--- config.mk ---
export PLATFORM = sky130hd
export DESIGN_NAME = scts_ctrl
export DESIGN_NICKNAME = d
export VERILOG_FILES = /design/src/shared/scts_pkg.sv /design/src/rtl/scts_ctrl.sv /design/src/rtl/scts_sav_gen.sv
export SDC_FILE = /design/constraint.sdc
export NUM_CORES = 1
export LEC_CHECK = 0
export BUFFER_PORTS_ARGS = -buffer_cell sky130_fd_sc_hd__buf_4
export CORE_ASPECT_RATIO = 1.5
export CORE_MARGIN = 5
export CORE_UTILIZATION = 45
export CTS_CLUSTER_DIAMETER = 200
export CTS_CLUSTER_SIZE = 25
export DETAILED_ROUTE_END_ITERATION = 8
export PLACE_DENSITY = 0.78
export RECOVER_POWER = 50
export SLEW_MARGIN = 30
export SYNTH_ARGS = -nofsm -noshare
export SYNTH_HDL_FRONTEND = slang
export SYNTH_SLANG_ARGS = --single-unit
--- constraint.sdc ---
create_clock -name clk_i -period 1.83 [get_ports clk_i]
set_input_delay 0.0915 -clock clk_i [delete_from_list [all_inputs] [get_ports clk_i]]
set_output_delay 0.0915 -clock clk_i [all_outputs]
set_load 0.005 [all_outputs]
--- src/shared/scts_pkg.sv ---
/*
 * package of the scaler task/status control block: register subaddresses,
 * reset values, handler states and the packed register layouts.
 * assumes a host-side bus agent that presents byte accesses by subaddress.
 */
// Overview of operation
// - status bit 7 shows expansion port pin
// - status bit 6 shows image port pin
// - bits 5/4 show fifo almost-full, overflow
// - status bit 3 copies programmed marker bit
// - status bit 2 shows formatter error flag
// - bit 1 input field id, bit 0 output
// - status read-only, sampled at read moment
// - output field id: input id or task flag
// - polarity bit sets sav bit7, task flag
// - skip count skips fields before task runs
// - trigger code picks handler start condition
// - repeat bit reruns active task once
// - request enable 0 reacts to data requests
// - two-bit source select picks scaler input
// - hold bit updates f/v at line start
// - vertical polarity inverts v bit, gate
// - two identical register sets a and b
// - programmed marker clears on reset
`default_nettype none

package scts_pkg;

    // register subaddresses
    localparam logic [7:0] SCTS_ADDR_STATUS = 8'h8f;
    localparam logic [7:0] SCTS_ADDR_POWER = 8'h88;
    localparam logic [7:0] SCTS_ADDR_TASK_A = 8'h90;
    localparam logic [7:0] SCTS_ADDR_CFG_A = 8'h91;
    localparam logic [7:0] SCTS_ADDR_TASK_B = 8'hc0;
    localparam logic [7:0] SCTS_ADDR_CFG_B = 8'hc1;

    // field position of the programmed marker in the power register
    localparam int SCTS_PROG_BIT = 4;

    // reset values
    localparam logic [7:0] SCTS_TASK_RST = 8'h00;
    localparam logic [7:0] SCTS_CFG_RST = 8'h00;
    localparam logic SCTS_PROG_RST = 1'b0;

    // trigger codes
    localparam logic [1:0] SCTS_TRIG_IMM = 2'h0;
    localparam logic [1:0] SCTS_TRIG_VS = 2'h1;
    localparam logic [1:0] SCTS_TRIG_F0 = 2'h2;
    localparam logic [1:0] SCTS_TRIG_F1 = 2'h3;

    typedef enum logic [2:0] {
        SCTS_ST_WAIT = 3'h1,
        SCTS_ST_SKIP = 3'h2,
        SCTS_ST_RUN = 3'h4
    } scts_state_t;

    // task handling register, bits 7..0
    typedef struct packed {
        logic sav_eav_polarity_bit;
        logic output_field_id_select;
        logic [2:0] field_skip_count;
        logic repeat_task_bit;
        logic [1:0] handler_trigger_code;
    } scts_task_t;

    // scaler input configuration register, bits 7..0
    typedef struct packed {
        logic vertical_polarity_bit;
        logic field_vertical_hold_bit;
        logic [1:0] scaler_source_select;
        logic request_enable_bit;
        logic [2:0] format_bits;
    } scts_cfg_t;

    // status byte, bits 7..0
    typedef struct packed {
        logic expansion_port_disable_pin;
        logic image_port_disable_pin;
        logic fifo_almost_full_flag;
        logic fifo_overflow_flag;
        logic programmed_copy_flag;
        logic formatter_error_flag;
        logic input_field_id_flag;
        logic output_field_id_flag;
    } scts_status_t;

endpackage : scts_pkg

`default_nettype wire

--- src/rtl/scts_ctrl.sv ---
/*
 * scaler task event handler with register sets a/b, status byte and
 * input source selection, reached by byte accesses at subaddresses.
 * assumes the serial bus agent outside issues one-cycle rd/wr strobes.
 */
`default_nettype none

module scts_ctrl
    import scts_pkg::*;
(
    // clock, reset, enable
    input wire logic clk_i,
    input wire logic srst_i,
    input wire logic ce_i,
    // register access by subaddress
    input wire logic [7:0] reg_addr_i,
    input wire logic reg_wr_i,
    input wire logic [7:0] reg_wdata_i,
    input wire logic reg_rd_i,
    output logic [7:0] reg_rdata_o,
    output logic reg_rvalid_o,
    // pins and internal flags
    input wire logic expansion_port_disable_pin_i,
    input wire logic image_port_disable_pin_i,
    input wire logic fifo_almost_full_flag_i,
    input wire logic fifo_overflow_flag_i,
    input wire logic formatter_error_flag_i,
    input wire logic input_field_id_flag_i,
    input wire logic expansion_request_mode_i,
    // scaler timing
    input wire logic vsync_i,
    input wire logic task_done_i,
    input wire logic line_start_i,
    input wire logic v_int_i,
    input wire logic v_gate_int_i,
    // handler outputs
    output logic task_start_o,
    output logic task_running_o,
    output logic active_set_o,
    output logic output_field_id_flag_o,
    output logic sav_eav_bit7_o,
    output logic task_flag_o,
    output logic sav_f_bit_o,
    output logic sav_v_bit_o,
    output logic image_vertical_gate_pin_o,
    // input source control
    output logic [1:0] scaler_source_select_o,
    output logic source_request_react_o
);

    function automatic logic trig_hit(input logic [1:0] code,
                                      input logic vs, input logic fid);
        case (code)
            SCTS_TRIG_IMM: trig_hit = 1'b1;
            SCTS_TRIG_VS: trig_hit = vs;
            SCTS_TRIG_F0: trig_hit = vs && !fid;
            SCTS_TRIG_F1: trig_hit = vs && fid;
            default: trig_hit = 1'b0;
        endcase
    endfunction : trig_hit

    scts_task_t task_a_r, task_b_r, act_task_r, sel_task;
    scts_cfg_t cfg_a_r, cfg_b_r, act_cfg_r;
    scts_state_t state_r;
    scts_status_t status;
    logic prog_r;
    logic set_r;
    logic repeated_r;
    logic task_flag_r;
    logic [2:0] skip_r;
    logic hit;

    // register sets a and b, identical layout
    always_ff @(posedge clk_i) begin
        if (srst_i) begin
            task_a_r <= scts_task_t'(SCTS_TASK_RST);
            task_b_r <= scts_task_t'(SCTS_TASK_RST);
            cfg_a_r <= scts_cfg_t'(SCTS_CFG_RST);
            cfg_b_r <= scts_cfg_t'(SCTS_CFG_RST);
        end else if (ce_i && reg_wr_i) begin
            case (reg_addr_i)
                SCTS_ADDR_TASK_A: task_a_r <= scts_task_t'(reg_wdata_i);
                SCTS_ADDR_CFG_A: cfg_a_r <= scts_cfg_t'(reg_wdata_i);
                SCTS_ADDR_TASK_B: task_b_r <= scts_task_t'(reg_wdata_i);
                SCTS_ADDR_CFG_B: cfg_b_r <= scts_cfg_t'(reg_wdata_i);
                default: ;
            endcase
        end
    end

    // programmed marker
    always_ff @(posedge clk_i) begin
        if (srst_i) begin
            prog_r <= SCTS_PROG_RST;
        end else if (ce_i && reg_wr_i && reg_addr_i == SCTS_ADDR_POWER) begin
            prog_r <= reg_wdata_i[SCTS_PROG_BIT];
        end
    end

    // live status byte
    always_comb begin
        status.expansion_port_disable_pin = expansion_port_disable_pin_i;
        status.image_port_disable_pin = image_port_disable_pin_i;
        status.fifo_almost_full_flag = fifo_almost_full_flag_i;
        status.fifo_overflow_flag = fifo_overflow_flag_i;
        status.programmed_copy_flag = prog_r;
        status.formatter_error_flag = formatter_error_flag_i;
        status.input_field_id_flag = input_field_id_flag_i;
        status.output_field_id_flag = output_field_id_flag_o;
    end

    // read port, status sampled at the read strobe
    always_ff @(posedge clk_i) begin
        if (srst_i) begin
            reg_rdata_o <= 8'h00;
            reg_rvalid_o <= 1'b0;
        end else if (ce_i) begin
            reg_rvalid_o <= reg_rd_i;
            if (reg_rd_i) begin
                case (reg_addr_i)
                    SCTS_ADDR_STATUS: reg_rdata_o <= status;
                    SCTS_ADDR_POWER:
                        reg_rdata_o <= 8'(prog_r) << SCTS_PROG_BIT;
                    SCTS_ADDR_TASK_A: reg_rdata_o <= task_a_r;
                    SCTS_ADDR_CFG_A: reg_rdata_o <= cfg_a_r;
                    SCTS_ADDR_TASK_B: reg_rdata_o <= task_b_r;
                    SCTS_ADDR_CFG_B: reg_rdata_o <= cfg_b_r;
                    default: reg_rdata_o <= 8'h00;
                endcase
            end
        end
    end

    // the waiting set is read live, the running set from its copy
    always_comb begin
        sel_task = set_r ? task_b_r : task_a_r;
        hit = trig_hit(sel_task.handler_trigger_code, vsync_i,
                       input_field_id_flag_i);
    end

    // event handler
    always_ff @(posedge clk_i) begin
        if (srst_i) begin
            state_r <= SCTS_ST_WAIT;
            set_r <= 1'b0;
            repeated_r <= 1'b0;
            task_flag_r <= 1'b0;
            skip_r <= 3'h0;
            task_start_o <= 1'b0;
            act_task_r <= scts_task_t'(SCTS_TASK_RST);
            act_cfg_r <= scts_cfg_t'(SCTS_CFG_RST);
        end else if (ce_i) begin
            task_start_o <= 1'b0;
            case (state_r)
                SCTS_ST_WAIT: begin
                    if (hit) begin
                        act_task_r <= sel_task;
                        act_cfg_r <= set_r ? cfg_b_r : cfg_a_r;
                        skip_r <= sel_task.field_skip_count;
                        if (sel_task.field_skip_count == 3'h0) begin
                            state_r <= SCTS_ST_RUN;
                            task_start_o <= 1'b1;
                            task_flag_r <= !task_flag_r;
                        end else begin
                            state_r <= SCTS_ST_SKIP;
                        end
                    end
                end
                SCTS_ST_SKIP: begin
                    if (vsync_i) begin
                        skip_r <= skip_r - 3'h1;
                        if (skip_r == 3'h1) begin
                            state_r <= SCTS_ST_RUN;
                            task_start_o <= 1'b1;
                            task_flag_r <= !task_flag_r;
                        end
                    end
                end
                SCTS_ST_RUN: begin
                    if (task_done_i) begin
                        if (act_task_r.repeat_task_bit && !repeated_r) begin
                            repeated_r <= 1'b1;
                            task_start_o <= 1'b1;
                            task_flag_r <= !task_flag_r;
                        end else begin
                            repeated_r <= 1'b0;
                            set_r <= !set_r;
                            state_r <= SCTS_ST_WAIT;
                        end
                    end
                end
                default: state_r <= SCTS_ST_WAIT;
            endcase
        end
    end

    // field id, sav bit 7 and task flag outputs
    always_ff @(posedge clk_i) begin
        if (srst_i) begin
            output_field_id_flag_o <= 1'b0;
            sav_eav_bit7_o <= 1'b1;
            task_flag_o <= 1'b1;
        end else if (ce_i) begin
            output_field_id_flag_o <= act_task_r.output_field_id_select ?
                task_flag_r : input_field_id_flag_i;
            sav_eav_bit7_o <= !act_task_r.sav_eav_polarity_bit;
            task_flag_o <= !act_task_r.sav_eav_polarity_bit;
        end
    end

    // input source selection
    always_ff @(posedge clk_i) begin
        if (srst_i) begin
            scaler_source_select_o <= 2'h0;
            source_request_react_o <= 1'b0;
        end else if (ce_i) begin
            scaler_source_select_o <= act_cfg_r.scaler_source_select;
            source_request_react_o <= expansion_request_mode_i &&
                !act_cfg_r.request_enable_bit;
        end
    end

    assign task_running_o = (state_r == SCTS_ST_RUN);
    assign active_set_o = set_r;

    scts_sav_gen u_sav_gen (
        .clk_i(clk_i),
        .srst_i(srst_i),
        .ce_i(ce_i),
        .cfg_i(act_cfg_r),
        .f_int_i(output_field_id_flag_o),
        .v_int_i(v_int_i),
        .v_gate_int_i(v_gate_int_i),
        .line_start_i(line_start_i),
        .sav_f_bit_o(sav_f_bit_o),
        .sav_v_bit_o(sav_v_bit_o),
        .image_vertical_gate_pin_o(image_vertical_gate_pin_o)
    );
endmodule : scts_ctrl

`default_nettype wire

--- src/rtl/scts_sav_gen.sv ---
/*
 * sav/eav f and v bit generation and image port vertical gate polarity.
 * assumes f, v and gate inputs come from the scaler output timing.
 */
`default_nettype none

module scts_sav_gen
    import scts_pkg::*;
(
    // clock, reset, enable
    input wire logic clk_i,
    input wire logic srst_i,
    input wire logic ce_i,
    // configuration of the active set
    input wire scts_cfg_t cfg_i,
    // internal timing
    input wire logic f_int_i,
    input wire logic v_int_i,
    input wire logic v_gate_int_i,
    input wire logic line_start_i,
    // generated bits
    output logic sav_f_bit_o,
    output logic sav_v_bit_o,
    output logic image_vertical_gate_pin_o
);

    always_ff @(posedge clk_i) begin
        if (srst_i) begin
            sav_f_bit_o <= 1'b0;
            sav_v_bit_o <= 1'b0;
        end else if (ce_i) begin
            if (!cfg_i.field_vertical_hold_bit || line_start_i) begin
                sav_f_bit_o <= f_int_i;
                sav_v_bit_o <= v_int_i ^ cfg_i.vertical_polarity_bit;
            end
        end
    end

    always_ff @(posedge clk_i) begin
        if (srst_i) begin
            image_vertical_gate_pin_o <= 1'b0;
        end else if (ce_i) begin
            image_vertical_gate_pin_o <= v_gate_int_i ^
                cfg_i.vertical_polarity_bit;
        end
    end
endmodule : scts_sav_gen

`default_nettype wire

== After elaboration in Yosys (flattened, before gate mapping) ==
Index checks and enable logic that the tools add are counted.

* Add/sub/neg operators: 1
* Eq/ne operators: 20
* Mux-type cells: 29
* Bitwise gates (word level): 3
* Reductions and logical operators: 30

{| class="wikitable"
|+ Operators by type and width
! operator !! number
|-
| $eq 8x8->1 const B || 6
|-
| $pmux 8 s6 || 1
|-
| $mux 3 || 8
|-
| $mux 8 || 2
|-
| $mux 1 || 13
|-
| $ne 2x2->1 const B || 6
|-
| $reduce_and 2->1 || 6
|-
| $pmux 3 s3 || 1
|-
| $reduce_and 4->1 || 2
|-
| $reduce_and 8->1 || 1
|-
| $logic_not 1->1 || 7
|-
| $eq 3x1->1 const B || 2
|-
| $logic_and 1x1->1 || 6
|-
| $pmux 1 s3 || 2
|-
| $pmux 3 s2 || 1
|-
| $reduce_and 3->1 || 2
|-
| $reduce_and 6->1 || 1
|-
| $eq 2x2->1 const B || 2
|-
| $pmux 1 s4 || 1
|-
| $eq 3x2->1 const B || 1
|-
| $eq 3x3->1 const B || 1
|-
| $logic_not 3->1 || 1
|-
| $reduce_bool 3->1 || 1
|-
| $sub 3x1->3 const B || 1
|-
| 7 further kinds || 8
|}

* Bits in registers: 68
* Input port bits: 33
* Output and inout port bits: 21
* Logic and storage cells: 126

== Logic depth before layout (Yosys ltp) ==
* Depth in word-level cells: 5
* Mapped depth: 7
* Gate-level depth less buffers: 7

== Cells and area by module ==
From an unflattened synthesis, not the netlist that was laid out.

* Cell total of the unflattened synthesis: 366
* Area total of the unflattened synthesis: 3564.7 um^2

{| class="wikitable"
|+ By module, submodules not included
! module !! times used !! cells an instance !! area an instance (um^2) !! sequential area each (um^2)
|-
| scts_ctrl || 1 || 353 || 3428.3 || 1361.3
|-
| scts_sav_gen || 1 || 13 || 136.4 || 60.1
|}

== Least setup slack after synthesis ==
Ideal clock, no wire load.

* Path type: reg-to-reg
* Start: register set_r (netlist: active_set_o)
* End: register task_flag_r
* Setup time: 0.123 ns
* Arrival time: 1.689 ns
* Data required time: 1.707 ns
* Slack: 0.018 ns
* Cell stages (with the launch flop): 7
* Buffers on the path: 1
* Path through: dfxtp_1 buf_6 or3b_2 a21oi_1 nand3_1 o2bb2ai_1 mux2_1

* Cells in the longest elaborated chain, start to end: 5
* Elaborated cells on any way between the ends: 10
* Those cells by class: eq/ne: 5; mux: 2; reduce/logical: 3

{| class="wikitable"
|+ Ends and longest elaborated chain
! element !! line !! RTL
|-
| from (decl) || scts_ctrl.sv:67 || <nowiki>logic set_r;</nowiki>
|-
| from (signal assigned) || scts_ctrl.sv:187 || <nowiki>set_r <= !set_r;</nowiki>
|-
| $mux 8 * || scts_ctrl.sv:136 || <nowiki>sel_task = set_r ? task_b_r : task_a_r;</nowiki>
|-
| $eq 2x2->1 (tied with other cells) || scts_ctrl.sv:53 || <nowiki>case (code)</nowiki>
|-
| $pmux 1 s4 || scts_ctrl.sv:53 ||
|-
| $ne 2x2->1 (no line) || -- ||
|-
| $reduce_and 8->1 (no line) * || -- ||
|-
| to (signal assigned) || scts_ctrl.sv:163 || <nowiki>task_flag_r <= !task_flag_r;</nowiki>
|-
| to (signal assigned) || scts_ctrl.sv:175 || <nowiki>task_flag_r <= !task_flag_r;</nowiki>
|-
| to (signal assigned) || scts_ctrl.sv:184 || <nowiki>task_flag_r <= !task_flag_r;</nowiki>
|-
| to (decl) || scts_ctrl.sv:69 || <nowiki>logic task_flag_r;</nowiki>
|}

Every way passes the cells marked *; elsewhere a longest branch is shown, timed or not.
A chain may end at the register's enable or synchronous reset.

== Worst setup path in the final report ==
* Start: register state_r[1]
* End: register task_flag_r

* Cells in the longest elaborated chain, start to end: 3
* Elaborated cells on any way between the ends: 12
* Those cells by class: eq/ne: 9; mux: 1; reduce/logical: 2

{| class="wikitable"
|+ Ends and longest elaborated chain
! element !! line !! RTL
|-
| from (decl) || scts_ctrl.sv:64 || <nowiki>scts_state_t state_r;</nowiki>
|-
| from (signal assigned) || scts_ctrl.sv:144 || <nowiki>state_r <= SCTS_ST_WAIT;</nowiki>
|-
| from (signal assigned) || scts_ctrl.sv:161 || <nowiki>state_r <= SCTS_ST_RUN;</nowiki>
|-
| from (signal assigned) || scts_ctrl.sv:165 || <nowiki>state_r <= SCTS_ST_SKIP;</nowiki>
|-
| $eq 3x1->1 (tied with other cells) || scts_ctrl.sv:154 || <nowiki>case (state_r)</nowiki>
|-
| $ne 2x2->1 (no line) (tied with other cells) || -- ||
|-
| $reduce_and 8->1 (no line) || -- ||
|}

Several ways; a longest one is shown, not always the timed one.

==> summary.md <==
| Metric | Value |
|---|---|
| I/O pin total | `54` |
| Cell taking the most area after synthesis | `dfxtp_1` |
| Post-CTS Setup Repair Bufs | `0` |
| First-pass GRT wire length | `between 10 and 15 mm` |
| Fin. Hold Viols | `0` |
| CP delay by family, top | `simple AND/OR/NAND/NOR gates` |
| Worst Slack Setup Final | `between 0.015 and 0.02 ns` |
| Die X | `80.75 um` |
| Yosys reg bits | `a little under 70` |
| Worst path slowest cell | `or3b_2` |
| Via-to-Cell Ratio | `approximately 5.7` |
| Drt drc | `0` |
| Post-DRT Antenna Nets | `0` |
| # diodes | `0` |
| Tightest Hold Check Type | `in -> reg` |
| IO Port Bufs | `53` |
| Top cells by area, synth | `dfxtp_1, mux2i_1, nor2_1` |
| RSZ-0062 raised after global routing | `true` |
| Synth unique cells | `between 50 and 60` |
| Top cells by count, synth | `dfxtp_1, nor2_1, mux2i_1, nand2_1, a21oi_1` |
| Drt wl/cell | `16.95 um` |
| Hold_ws | `between 0.004 and 0.005 ns` |
| Fin util | `approximately three fifths` |
| MaxCap Viol Count | `0` |
| Synth Net Count | `between 400 and 500` |
| Slew Limit Headroom | `a little over half` |
| Area share of the largest cell type after synthesis | `40.30%` |
| Async S/R FF share, synth | `0%` |
| Drt initial violations | `roughly 200` |
| Largest net degree at the start of global routing | `about 50` |
| Critical path type | `reg -> reg` |
| Root buf cell | `clkbuf_8` |
| Bufs and invs on worst path | `0` |
| Crit path time final | `around 1.8 ns` |
| GR Util All Layers | `between 20% and 30%` |
| Dpl cells | `around 530` |
| Vias | `a little over 3000` |
| Die height | `116.1 um` |
| Worst-margin pin slew | `approximately 0.71 ns` |
| Most numerous cell in the Yosys netlist | `dfxtp_1` |
| Power per cell area | `832.6 mW/mm^2` |
| Worst Setup Slack post-DPL | `-0.07289 ns` |
| Crit. End Element | `register` |
| Leakage | `~1.5 nW` |
| Cell Chain, Critical Path | `or3b_2 > o21ai_0 > o2bb2ai_2 > mux2_1` |
| TritonCTS clock tree | `done` |
| Vias in the first global route | `3044` |
| H-tree levels | `3` |
| FMAX | `between 500 and 600 MHz` |
| # nets final | `478` |
| Mapped Area | `approximately 0.0034 mm^2` |
| Final Skew | `roughly 0.0097 ns` |
| Post-detail-place hpwl | `just under 7 mm` |
| Area Overhead vs Synth | `27.15%` |
| Critical path's largest stage delay | `around 0.52 ns` |
| Crit Path Max Fanout | `6` |
| Status | `finished, final reports clean` |
| Initial antenna violation count | `0` |
| Design Power | `about 3.6 mW` |
| Starting density of the core | `between 40 and 50%` |
| Syn_area_per_cell | `8.820 um^2` |
| Post-Layout Cell Count | `548` |
| Endpoints failing setup | `0` |
| Die area | `0.009376 mm^2` |
| CORE AREA | `0.007274 mm^2` |
| Top FF cell, synth | `dfxtp_1` |
| Clk pin slew, worst setup/hold paths | `approximately 0.080 ns` |
| Slew Viols, Final | `0` |
| Share of cells above drive strength 1 | `25.22%` |
| Register area share after synthesis | `around two fifths` |
| Required @ worst endpoint | `about 2.1 ns` |
| TritonRoute pass-1 iters | `4` |
| Mapped Cells | `between 300 and 400` |
| Final period utilization | `between 90% and 100%` |
| Sinks on Clock Net | `68` |
| Max VDD drop | `between 700 and 800 uV` |
| Worst Path Arrival | `2.05 ns` |
| Routed Wire Length | `9.286 mm` |
| Grt ovf | `0` |
| TritonCTS Buffers | `9` |
| Routability Congestion | `roughly 0.97` |
| EDFF count, synth | `0` |
| # rows | `38` |
| Critical Path Start Type | `register` |
| Max clock buf depth | `2` |
| Clk_lat worst skew | `0.35 ns` |
| Yosys warning count | `0` |
==> metrics by stage <==
stage	TNS [ns]	instance area [um^2]
CTS	0	4247
global placement	0	3958
floorplan	0	3378
global route	0	4295
finish	0	4295
detailed placement	-0.2349	3958
==> layout by cell type, fill, tap and decap left out, types with 3 or more instances in the layout <==
master	instances
nand2_1	31
dfxtp_1	66
nor2b_1	6
a21oi_1	26
o21ai_0	15
or3_1	3
a211oi_1	13
clkbuf_8	9
nor2_4	3
nand3_1	23
a211oi_2	3
nor2_1	44
mux2i_1	39
a22o_1	8
bufinv_16	4
nand4_1	3
clkbuf_4	17
or3b_2	3
a221o_1	6
nand3b_1	10
inv_1	9
buf_4	50
==> cells by family (layout without fill, tap and decap cells) <==
| logic type | count (synthesis) | in the layout | synth area share, % |
|---|---|---|---|
| buffers and inverters | 33 | 98 | 4.370 |
| xor gates and xnor gates | 2 | 2 | 0.5186 |
| AOI/OAI and AO/OA | 90 | 90 | 18.44 |
| DFF | 68 | 68 | 40.30 |
| and+or+nand+nor | 145 | 145 | 22.81 |
| adders and majority gates | 2 | 2 | 0.7406 |
| muxes | 43 | 43 | 12.81 |
==> cell type report <==
type	count	area, um^2
fill	664	2979
inverter	10	37.54
timing repair buffer	72	575.6
clock inverter	7	146.4
tap	100	125.1
clock buffer	9	123.9
sequential	68	1366
multi-input combinational	282	1921
==> power by group <==
group,leakage (nW),internal (mW),switching [mW]
registers,0.552,1.52,0.0313
clock network,0.134,1.05,0.605
logic,0.851,0.176,0.191
==> path summary, 6_finish.rpt <==
check | start | end | slack [ns] | cells after the start
worst max-delay path | state_r[1] | task_flag_r | 0.02 | 4
worst max register to register | state_r[1] | task_flag_r | 0.02 | 4
worst min register to register | source_request_react_o | source_request_react_o | 0.46 | 2
worst min-delay path | reg_wdata_i[2] | task_a_r[2] | 0.005 | 3
==> flip-flops by register name (all words and copies together) (netlist names), 2 cells and up <==
signal / cells
act_cfg_r: 5
act_task_r: 3
cfg_a_r: 8
cfg_b_r: 8
reg_rdata_o: 8
scaler_source_select_o: 2
skip_r: 3
state_r: 3
task_a_r: 8
task_b_r: 8
==> tightest hold or removal path, cell delays in order <==
cell and delay [ns]:
buf_4 0.10, mux2i_1 0.06, nor2_1 0.07
==> metal layers <==
layer	share of wire, %	global-route usage (%)	up-vias
met2	53	36.28	75
met1	40	22.17	1485
met3	3.8	3.549	24
met4	3.3	11.61	0
li1	-	-	1514
met5	0	0	-
==> timing repair <==
action | 4_1_cts | 5_1_grt
hold buffers | 0 | 0
cloned | 0 | 1
setup endpoints to repair | 12 | 8
gates resized for setup | 5 | 6
pin swaps | 0 | 6
No activity file was read; power rests on OpenSTA's default activity.
